### src/fau_pkg.sv
package fau_pkg;

    // ***************************************************
    // instruction field positions (vector bit numbers, bit 0 is the lsb)
    // ***************************************************
    localparam int OPC_LSB  = 26;   // operation code, 6 bits
    localparam int OPC_W    = 6;
    localparam int REG_LSB  = 23;   // register / destination register, 3 bits
    localparam int REG_W    = 3;
    localparam int IDX_LSB  = 21;   // index selector, 2 bits
    localparam int IND_BIT  = 20;   // indirect flag
    localparam int FMT_BIT  = 19;   // byte format flag of the address field
    localparam int SRC_LSB  = 20;   // source register of register forms
    localparam int AUG_LSB  = 16;   // augmenting operation code, 4 bits
    localparam int AUG_W    = 4;
    localparam int ADDR_W   = 20;   // address field, bits 0..19 of the vector

    // ***************************************************
    // operation codes
    // ***************************************************
    localparam logic [5:0] OPC_ADD_MEM = 6'h2E;   // base code 16'hB800
    localparam logic [5:0] OPC_ADD_RTM = 6'h3A;   // base codes 16'hE800 / 16'hE808
    localparam logic [5:0] OPC_REG_REG = 6'h0E;
    localparam logic [3:0] AUG_ADD_REG = 4'h0;
    localparam logic [3:0] AUG_ADD_MSK = 4'h8;

    // ***************************************************
    // reset values and widths
    // ***************************************************
    localparam int          DATA_W     = 32;
    localparam logic [31:0] WORD_ZERO  = 32'h0000_0000;
    localparam logic [3:0]  BEN_WORD   = 4'hF;
    localparam logic [3:0]  BEN_NONE   = 4'h0;

    typedef enum logic [3:0] {
        K_BAD,
        K_ADD_MEM_BYTE,
        K_ADD_MEM_WORD,
        K_ADD_MEM_DWORD,
        K_ADD_REG,
        K_ADD_REG_MASKED,
        K_RTM_BYTE,
        K_RTM_HALF,
        K_RTM_WORD,
        K_RTM_DWORD
    } fau_kind_t;

    // condition code, exc = first bit ... eq = fourth bit
    typedef struct packed {
        logic exc;
        logic gt;
        logic lt;
        logic eq;
    } fau_cc_t;

    typedef struct packed {
        logic [31:0] instr;
        logic [31:0] regA;      // R or destination register
        logic [31:0] regB;      // R+1 or source register
        logic [31:0] maskReg;   // mask register
        logic [31:0] memHi;     // addressed word (more significant of a pair)
        logic [31:0] memLo;     // second word of a doubleword
    } fau_req_t;

    typedef struct packed {
        logic        done;
        logic        badOp;
        logic        busy;
        logic [1:0]  regWe;     // [0] register R, [1] register R+1
        logic [2:0]  regNum;
        logic [31:0] regWdA;
        logic [31:0] regWdB;
        logic [1:0]  memWe;     // [1] addressed word, [0] second word
        logic [3:0]  memByteEn; // lanes of the addressed word, [3] = byte 0
        logic [31:0] memWdHi;
        logic [31:0] memWdLo;
        fau_cc_t     cc;
    } fau_rsp_t;

endpackage : fau_pkg
### src/fau_add_unit.sv
// What this block does
// RULE1: four-bit condition code register kept here, part of status word
// RULE2: every add updates the condition code: exception, sign, zero
// RULE3: greater, less, zero judged on result as two's complement number
// RULE4: memory byte add zero-extends byte, adds to register, writes register
// RULE5: word results: bit1 exception, bit2 positive, bit3 negative, bit4 zero
// RULE6: memory doubleword add: low word first, carry into high, into R,R+1
// RULE7: register add: source plus destination into destination, codes from it
// RULE8: masked register add: sum ANDed with mask register before write
// RULE9: register-to-memory byte add writes only low result byte to memory
// RULE10: after that byte add, bit4 means full 32-bit sum zero
// RULE11: register-to-memory halfword add: low register half plus memory half
// RULE12: after halfword add, bit4 means stored halfword zero
// RULE13: register-to-memory word add writes sum to memory, codes from it
// RULE14: register-to-memory doubleword add: pair plus memory, low first, stored
// RULE15: base codes decode as byte, word register-to-memory and memory word add
// RULE16: memory forms: opcode, register, index, indirect, address fields
// RULE17: register forms: destination, source, augmenting code fields
// RULE18: exception when equal-sign operands give a result of the other sign
`timescale 1ns/100ps
module fau_add_unit #(
    parameter int WIDTH = fau_pkg::DATA_W
) (
    input  wire logic             clk,
    input  wire logic             reset_n,
    input  wire logic             ce,
    input  wire logic             start,
    input  wire fau_pkg::fau_req_t req,
    output fau_pkg::fau_rsp_t     rsp
);
    import fau_pkg::*;

    if (WIDTH != DATA_W) begin : g_chk
        $error("fau_add_unit: only a 32-bit datapath is supported");
    end

    typedef enum logic [1:0] {ST_IDLE, ST_LOW, ST_HIGH} fau_state_t;

    fau_state_t  stateQ, stateD;
    fau_req_t    reqQ, reqD;
    fau_kind_t   kindQ, kindD;
    fau_rsp_t    rspQ, rspD;
    logic [31:0] lowQ, lowD;
    logic        carryQ, carryD;
    logic [31:0] addA, addB, addSum, res;
    logic        addCin, addCout, addOvf;
    logic [4:0]  laneSh;
    logic [31:0] laneMask;

    // ***************************************************
    // decode of a request word
    // ***************************************************
    function automatic fau_kind_t decodeKind(input logic [31:0] iw);
        logic [5:0] opc;
        logic [3:0] aug;
        logic       fmt;
        logic [1:0] sz;
        opc = iw[OPC_LSB +: OPC_W]; // RULE16
        aug = iw[AUG_LSB +: AUG_W]; // RULE17
        fmt = iw[FMT_BIT];
        sz  = iw[1:0];
        decodeKind = K_BAD;
        case (opc)
            OPC_ADD_MEM: begin // RULE15
                if (fmt) decodeKind = K_ADD_MEM_BYTE;
                else if (sz == 2'b00) decodeKind = K_ADD_MEM_WORD;
                else if (sz == 2'b10) decodeKind = K_ADD_MEM_DWORD;
                else decodeKind = K_BAD;
            end
            OPC_ADD_RTM: begin // RULE15
                if (fmt) decodeKind = K_RTM_BYTE;
                else if (sz[0]) decodeKind = K_RTM_HALF;
                else if (sz == 2'b00) decodeKind = K_RTM_WORD;
                else decodeKind = K_RTM_DWORD;
            end
            OPC_REG_REG: begin
                if (aug == AUG_ADD_REG) decodeKind = K_ADD_REG;
                else if (aug == AUG_ADD_MSK) decodeKind = K_ADD_REG_MASKED;
                else decodeKind = K_BAD;
            end
            default: decodeKind = K_BAD;
        endcase
    endfunction : decodeKind

    // condition code of a word result
    function automatic fau_cc_t wordCc(input logic [31:0] r, input logic exc);
        fau_cc_t c;
        c.exc = exc;
        c.lt  = r[31]; // RULE3
        c.eq  = (r == WORD_ZERO);
        c.gt  = !r[31] && (r != WORD_ZERO);
        wordCc = c;
    endfunction : wordCc

    // ***************************************************
    // shared adder
    // ***************************************************
    fau_adder #(
        .WIDTH (DATA_W)
    ) u_adder (
        .a    (addA),
        .b    (addB),
        .cin  (addCin),
        .sum  (addSum),
        .cout (addCout),
        .ovf  (addOvf)
    );

    // byte lane of the addressed word; byte 0 is the most significant
    always_comb begin
        laneSh   = 5'(({3'b000, ~reqQ.instr[1:0]}) << 3);
        laneMask = 32'h0000_00FF << laneSh;
    end

    // operand steering: low step or high step with the saved carry
    always_comb begin
        addA   = reqQ.regA;
        addB   = reqQ.memHi;
        addCin = 1'b0;
        if (stateQ == ST_HIGH) begin
            addCin = carryQ; // RULE6 RULE14
        end else begin
            case (kindQ)
                K_ADD_MEM_BYTE,
                K_RTM_BYTE:  addB = (reqQ.memHi & laneMask) >> laneSh; // RULE4
                K_ADD_REG,
                K_ADD_REG_MASKED: addB = reqQ.regB; // RULE7
                K_RTM_HALF: begin
                    addA = {16'h0000, reqQ.regA[15:0]}; // RULE11
                    addB = reqQ.instr[1] ? {16'h0000, reqQ.memHi[15:0]}
                                         : {16'h0000, reqQ.memHi[31:16]};
                end
                K_ADD_MEM_DWORD,
                K_RTM_DWORD: begin
                    addA = reqQ.regB; // RULE6 RULE14
                    addB = reqQ.memLo;
                end
                default: addB = reqQ.memHi;
            endcase
        end
    end

    // ***************************************************
    // sequencing and result formation
    // ***************************************************
    always_comb begin
        stateD          = stateQ;
        reqD            = reqQ;
        kindD           = kindQ;
        lowD            = lowQ;
        carryD          = carryQ;
        rspD            = rspQ;
        rspD.done       = 1'b0;
        rspD.badOp      = 1'b0;
        rspD.regWe      = 2'b00;
        rspD.memWe      = 2'b00;
        rspD.memByteEn  = BEN_NONE;
        res             = addSum;
        case (stateQ)
            ST_IDLE: begin
                if (start) begin
                    reqD        = req;
                    kindD       = decodeKind(req.instr);
                    rspD.regNum = req.instr[REG_LSB +: REG_W];
                    if (decodeKind(req.instr) == K_BAD) begin
                        rspD.done  = 1'b1;
                        rspD.badOp = 1'b1; // unsupported code: codes untouched
                    end else begin
                        stateD    = ST_LOW;
                        rspD.busy = 1'b1;
                    end
                end
            end
            ST_LOW: begin
                stateD = ST_IDLE;
                case (kindQ)
                    K_ADD_MEM_DWORD,
                    K_RTM_DWORD: begin
                        lowD   = addSum;
                        carryD = addCout;
                        stateD = ST_HIGH;
                    end
                    K_RTM_BYTE: begin
                        rspD.memWe     = 2'b10;
                        rspD.memByteEn = 4'b1000 >> reqQ.instr[1:0]; // RULE9
                        rspD.memWdHi   = (reqQ.memHi & ~laneMask)
                                       | ((addSum & 32'h0000_00FF) << laneSh);
                        // first three bits left cleared, zero from full sum
                        rspD.cc        = '{exc: 1'b0, gt: 1'b0, lt: 1'b0,
                                           eq: addSum == WORD_ZERO}; // RULE10
                    end
                    K_RTM_HALF: begin
                        rspD.memWe     = 2'b10;
                        rspD.memByteEn = reqQ.instr[1] ? 4'b0011 : 4'b1100; // RULE11
                        rspD.memWdHi   = reqQ.instr[1]
                                       ? {reqQ.memHi[31:16], addSum[15:0]}
                                       : {addSum[15:0], reqQ.memHi[15:0]};
                        rspD.cc        = '{exc: 1'b0, gt: 1'b0, lt: 1'b0,
                                           eq: addSum[15:0] == 16'h0000}; // RULE12
                    end
                    K_RTM_WORD: begin
                        rspD.memWe     = 2'b10; // RULE13
                        rspD.memByteEn = BEN_WORD;
                        rspD.memWdHi   = addSum;
                        rspD.cc        = wordCc(addSum, addOvf);
                    end
                    default: begin
                        // register destinations: byte, word, plain and masked
                        if (kindQ == K_ADD_REG_MASKED) begin
                            res = addSum & reqQ.maskReg; // RULE8
                        end
                        rspD.regWe  = 2'b01; // RULE4 RULE7
                        rspD.regWdA = res;
                        rspD.cc     = wordCc(res, addOvf); // RULE1 RULE2 RULE5
                    end
                endcase
                if (stateD == ST_IDLE) begin
                    rspD.done = 1'b1;
                    rspD.busy = 1'b0;
                end
            end
            ST_HIGH: begin
                // exception from the high half; zero needs both halves
                rspD.cc.exc = addOvf; // RULE18
                rspD.cc.lt  = addSum[31];
                rspD.cc.eq  = (addSum == WORD_ZERO) && (lowQ == WORD_ZERO);
                rspD.cc.gt  = !addSum[31] && !rspD.cc.eq; // RULE3
                if (kindQ == K_ADD_MEM_DWORD) begin
                    rspD.regWe  = 2'b11; // RULE6
                    rspD.regWdA = addSum;
                    rspD.regWdB = lowQ;
                end else begin
                    rspD.memWe     = 2'b11; // RULE14
                    rspD.memByteEn = BEN_WORD;
                    rspD.memWdHi   = addSum;
                    rspD.memWdLo   = lowQ;
                end
                rspD.done = 1'b1;
                rspD.busy = 1'b0;
                stateD    = ST_IDLE;
            end
            default: stateD = ST_IDLE;
        endcase
    end

    // registers; clock enable low freezes everything
    always_ff @(posedge clk or negedge reset_n) begin
        if (!reset_n) begin
            stateQ <= ST_IDLE;
            reqQ   <= '0;
            kindQ  <= K_BAD;
            lowQ   <= WORD_ZERO;
            carryQ <= 1'b0;
            rspQ   <= '0;
        end else if (ce) begin
            stateQ <= stateD;
            reqQ   <= reqD;
            kindQ  <= kindD;
            lowQ   <= lowD;
            carryQ <= carryD;
            rspQ   <= rspD;
        end
    end

    assign rsp = rspQ;

    // ***************************************************
    // checks
    // ***************************************************
    a_zero_flag: assert property (@(posedge clk) disable iff (!reset_n) // RULE5
        rspQ.done && rspQ.regWe == 2'b01 |-> rspQ.cc.eq == (rspQ.regWdA == WORD_ZERO))
        else $error("zero flag does not match register result");

    a_sign_flags: assert property (@(posedge clk) disable iff (!reset_n) // RULE3
        rspQ.done && rspQ.regWe == 2'b01
        |-> rspQ.cc.lt == rspQ.regWdA[31] && !(rspQ.cc.gt && rspQ.cc.lt))
        else $error("sign flags do not match register result");

    a_mask_applied: assert property (@(posedge clk) disable iff (!reset_n) // RULE8
        rspQ.done && kindQ == K_ADD_REG_MASKED
        |-> rspQ.regWdA == ((reqQ.regA + reqQ.regB) & reqQ.maskReg))
        else $error("masked add result wrong");

    a_reg_sum: assert property (@(posedge clk) disable iff (!reset_n) // RULE7
        rspQ.done && kindQ == K_ADD_REG
        |-> rspQ.regWdA == reqQ.regA + reqQ.regB
            && rspQ.cc.exc == (reqQ.regA[31] == reqQ.regB[31] && rspQ.regWdA[31] != reqQ.regA[31]))
        else $error("register add or exception wrong");

    a_byte_lane: assert property (@(posedge clk) disable iff (!reset_n) // RULE9
        rspQ.done && kindQ == K_RTM_BYTE
        |-> rspQ.regWe == 2'b00 && $onehot(rspQ.memByteEn)
            && (rspQ.memWdHi & ~laneMask) == (reqQ.memHi & ~laneMask))
        else $error("byte add touched more than its byte");

    a_half_zero: assert property (@(posedge clk) disable iff (!reset_n) // RULE12
        rspQ.done && kindQ == K_RTM_HALF
        |-> rspQ.cc.eq == (reqQ.instr[1] ? rspQ.memWdHi[15:0] == 16'h0000
                                         : rspQ.memWdHi[31:16] == 16'h0000))
        else $error("halfword zero flag wrong");

    a_word_store: assert property (@(posedge clk) disable iff (!reset_n) // RULE13
        rspQ.done && kindQ == K_RTM_WORD
        |-> rspQ.memWe == 2'b10 && rspQ.memWdHi == reqQ.memHi + reqQ.regA
            && rspQ.cc.eq == (rspQ.memWdHi == WORD_ZERO))
        else $error("register to memory word add wrong");

    a_dword_sum: assert property (@(posedge clk) disable iff (!reset_n) // RULE6
        rspQ.done && kindQ == K_ADD_MEM_DWORD
        |-> {rspQ.regWdA, rspQ.regWdB} == {reqQ.memHi, reqQ.memLo} + {reqQ.regA, reqQ.regB})
        else $error("doubleword add to registers wrong");

    // low step of a stored doubleword must go on to the high step, no early done
    a_dword_steps: assert property (@(posedge clk) disable iff (!reset_n) // RULE14
        stateQ == ST_LOW && ce && kindQ == K_RTM_DWORD
        |=> stateQ == ST_HIGH && !rspQ.done)
        else $error("doubleword store left its low step wrongly");

    // high step ends the store with both words written
    a_dword_store: assert property (@(posedge clk) disable iff (!reset_n) // RULE14
        stateQ == ST_HIGH && ce && kindQ == K_RTM_DWORD
        |=> rspQ.done && rspQ.memWe == 2'b11 && stateQ == ST_IDLE)
        else $error("doubleword store not finished after its high step");

endmodule : fau_add_unit

### src/fau_adder.sv
`timescale 1ns/100ps
module fau_adder #(
    parameter int WIDTH = 32
) (
    input  wire logic [WIDTH-1:0] a,
    input  wire logic [WIDTH-1:0] b,
    input  wire logic             cin,
    output logic      [WIDTH-1:0] sum,
    output logic                  cout,
    output logic                  ovf
);

    if (WIDTH < 2) begin : g_chk
        $error("fau_adder: WIDTH must be at least 2");
    end

    // ***************************************************
    // carry chain and signed overflow
    // ***************************************************
    always_comb begin
        {cout, sum} = {1'b0, a} + {1'b0, b} + {{WIDTH{1'b0}}, cin};
        // same-sign operands giving the other sign
        ovf = (a[WIDTH-1] == b[WIDTH-1]) && (sum[WIDTH-1] != a[WIDTH-1]); // RULE18
    end

endmodule : fau_adder

### config.mk
export PLATFORM = sky130hd
export DESIGN_NAME = fau_add_unit
export DESIGN_NICKNAME = d
export VERILOG_FILES = /design/src/fau_pkg.sv /design/src/fau_add_unit.sv /design/src/fau_adder.sv
export SDC_FILE = /design/constraint.sdc
export NUM_CORES = 1
export LEC_CHECK = 0
export BUFFER_PORTS_ARGS = -buffer_cell sky130_fd_sc_hd__buf_2
export CORE_ASPECT_RATIO = 0.8
export CORE_MARGIN = 8
export CORE_UTILIZATION = 45
export DETAILED_ROUTE_END_ITERATION = 6
export GPL_TIMING_DRIVEN = 1
export PLACE_DENSITY = 0.63
export SLEW_MARGIN = 20
export SYNTH_ARGS = -nofsm -noshare
export SYNTH_HDL_FRONTEND = slang
export SYNTH_SLANG_ARGS = --single-unit
### constraint.sdc
create_clock -name clk -period 8.46 [get_ports clk]
set_clock_uncertainty 0.1 [all_clocks]
set_input_delay 0.846 -clock clk [delete_from_list [all_inputs] [get_ports clk]]
set_output_delay 0.846 -clock clk [all_outputs]
set_load 0.03 [all_outputs]
==> results.ini <==
[outcome]
status = finished, violations left
violations = DRC

[clock_network]
postCtsSetupRepairBufs = 0
cts-buffers-inserted = 38
clock-root-buffer = clkbuf_16
h-tree-depth = 2
worstSkewPairLatency_ps = 550
cts_hold_buf = 0
clk_pin_slew_ps = 60
post_cts_resized = 0
cts_tree = yes
clockBufferDepth = 3
cts_sinks = 347

[cells_and_area]
drive_above_1_share_pct = 36.1
syn_to_final_growth_pct = 19.3
n_fill_cell = 3571
nets = 2235

[global_routing]
grt_pass1_vias = 15000
grt_first_pass_wirelength_mm = 95.7
antenna_found_initial = 2
track_usage_pct = 26.6
overflow = 0
grt_max_degree = 152

[synthesis]
ys_warn_count = 0
synth_edf_count = 0
synth-main-ff-cell = dfrtp_1
synth_fp_nets = 1937
synthesis.area_mm2 = 0.0182
syn_inst = 1704
synthArstFlopShare_pct = 100
yosys.cell_types.count = 85
synth-seq-area-share_pct = 47.8
synth_seq_cells = 347
avgSynthCellArea_um2 = 10.7

[placement]
io_buffers = 324
hpwl_mm = 48.3
gp_congestion = 0.977

[power]
power_density_mw_per_mm2 = 346
p_leak_nw = 10.1
ir_drop_mv = 0.162

[drt]
wl_per_cell_um = 25.2
num_vias = 15400
viasPerCell = 6.00
drc = 4
drtIter0Drc = 1728
finalWirelength_mm = 64.7
ant_nets = 0
drt_pass1_iterations = 7

[timing]
tns_ps = 0
slew_violations = 0
hold_viol = 0
relSlewSlack_pct = 23.1
post-route-period-util_pct = 82.2
hold_slack_ps = 312
finalSetupViolations = 0
finalCriticalPeriod_ps = 6960
fmaxAchievable_mhz = 144
worst_slew_pin_slew_ps = 1140
rsz0062_at_grt = no

[floorplanning]
rows = 65
die_x_um = 241
num_io_pins = 342
initial_utilization_pct = 45.8
fp.coreArea_mm2 = 0.0396
dieArea_mm2 = 0.0471
chipHeight_um = 196

[setup_path]
cp.required_ps = 8750
r2r_start = kindQ[0]$_DFFE_PN0P_
cp-end-kind = register
ff2ff_path_depth = 21
worstPathArrival_ps = 7250
cp-start-kind = register
critPathKind = register to register
cp_max_fo = 35
timing.rr.end = rsp[2]$_DFFE_PN0P_
crit_start = kindQ[0]$_DFFE_PN0P_
cp-endpoint = rsp[2]$_DFFE_PN0P_
reg2reg_slack_ps = 1500

[job]
maxCapViolCount = 0

[hold_path]
min_path_type = primary input to asynchronous set/reset pin

[placed cells by master (no fill, tap or decap), types with 6 or more instances in the layout]
cell type  instances
o22a_1             8
nand2_1          192
clkinv_2           6
buf_2            323
a22o_1            26
a22oi_1           35
nor4_1            16
nor3_1            22
mux4_2             8
nor2b_1            7
o21ai_0          168
buf_4             36
nand2b_1           8
o22ai_1            6
a211o_1            7
a211oi_1          11
nand4_1           12
mux2_2           270
or3_1              8
clkbuf_16         38
ha_1              35
xnor2_1           12
a21o_1             9
nor2_1            71
and2_1            14
a222oi_1          22
dfrtp_1          347
inv_1             41
clkbuf_8           9
a21oi_1           83
nand3_1           26
xor2_1             8
o31ai_1           14
o211ai_1           9
[where the power goes]
| group | switching (mW) | total, mW | internal [mW] | leakage [nW] |
|---|---|---|---|---|
| Clock | 0.701 | 1.70 | 1.00 | 0.626 |
| Sequential | 0.344 | 2.32 | 1.98 | 4.41 |
| Combinational | 2.33 | 3.47 | 1.14 | 5.03 |
| Total | 3.37 | 7.49 | 4.12 | 10.1 |
[through the flow]
stage	power (mW)	utilization, %	area, um2	instances	worst slack [ps]
after floorplan	4.20	-	18200	1704	2550
after CTS	7.42	54.6	21600	2565	1750
after global placement	5.66	51.4	20400	2498	1780
final	7.49	54.7	21700	2566	1500
after detailed placement	5.71	51.4	20400	2498	1770
after global routing	7.78	54.7	21600	2565	943
[worst max-delay path, stage by stage (launching register included)]
cell and delay [ps]:
dfrtp_1 570, nand2b_1 180, a21oi_2 130, buf_4 420, inv_1 190, nor2_2 110, buf_4 410, mux2_2 260
fa_1 200, inv_1 80, fa_1 450, nand2b_1 210, a211oi_4 390, o21ai_0 300, a2111oi_0 470, a311oi_1 150
xnor2_1 780, nand4_1 200, nor4_1 580, nor3_1 130, a2111oi_2 340, a311oi_1 80
[routing by layer]
metal / GRT usage (%) / up-vias / share of wire [%]
li1: - / 6867 / -
met1: 39.4 / 7691 / 44
met2: 40.0 / 741 / 44
met3: 5.11 / 96 / 9.6
met4: 5.77 / 0 / 2.0
met5: 0 / - / 0
[kinds of logic after synthesis]
group	count (synthesis)	share of synthesized area (%)
adder cells (fa/ha/maj)	37	2.63
buffers and inverters	144	3.15
XOR/XNOR	22	1.14
AND/OR/NAND/NOR	407	10.3
flip-flops	347	47.8
multiplexers	283	18.0
AO/OA/AOI/OAI	464	16.9
[cell type report]
cell class                 count  area (um2)  share of cell area [%]
inverter                      41         154                   0.711
clock buffer                  49        1080                    5.00
multi-input combinational   1213        8940                    41.3
antenna                        1        2.50                  0.0116
clock inverter                18         201                   0.930
sequential                   347        8680                    40.1
tap                          536         671                    3.10
timing repair buffer         361        1920                    8.88
[state kept, by name (all words and copies together) (netlist names)]
| signal | cells |
|---|---|
| reqQ | 162 |
| rsp | 146 |
| lowQ | 32 |
| kindQ | 4 |
| stateQ | 2 |
| carryQ | 1 |
[synth_stat cells (all sizes together) (4+ instances only)]
master | number | area (um2)
nand4 | 13 | 87.6
nor3b | 4 | 41.3
and3 | 4 | 25.0
mux2 | 270 | 3040
clkbuf | 85 | 319
o21ai | 175 | 880
a211o | 7 | 61.3
inv | 41 | 154
or3 | 8 | 50.1
xor2 | 10 | 103
a211oi | 12 | 103
a21o | 9 | 67.6
and2 | 16 | 103
nand3 | 28 | 140
a21oi | 88 | 463
nand2b | 8 | 50.1
nand2 | 193 | 727
a31oi | 5 | 31.3
mux4 | 8 | 180
ha | 35 | 438
nor2b | 7 | 43.8
buf | 18 | 98.9
nor2 | 74 | 283
xnor2 | 12 | 105
o22a | 8 | 70.1
a222oi | 22 | 220
a22oi | 35 | 263
mux2i | 5 | 50.1
o22ai | 6 | 37.5
dfrtp | 347 | 8680
o21a | 5 | 37.5
o31ai | 14 | 105
nor4 | 16 | 100
a22o | 26 | 228
o211ai | 10 | 88.8
a32oi | 4 | 35.0
a2111oi | 5 | 70.1
nor3 | 23 | 115
[worst min-delay path by stage]
stage / start / end / slack (ps)
after detailed placement: rsp[118]$_DFFE_PN0P_ / rsp[118]$_DFFE_PN0P_ / 370
final: reset_n / rsp[82]$_DFFE_PN0P_ / 310
after CTS: reset_n / reqQ[155]$_DFFE_PN0P_ / 340
after global routing: reset_n / rsp[82]$_DFFE_PN0P_ / 380
after floorplan: carryQ$_DFFE_PN0P_ / carryQ$_DFFE_PN0P_ / 340
after global placement: rsp[57]$_DFFE_PN0P_ / rsp[57]$_DFFE_PN0P_ / 360
Note: power is estimated with default switching activity, not from simulation.
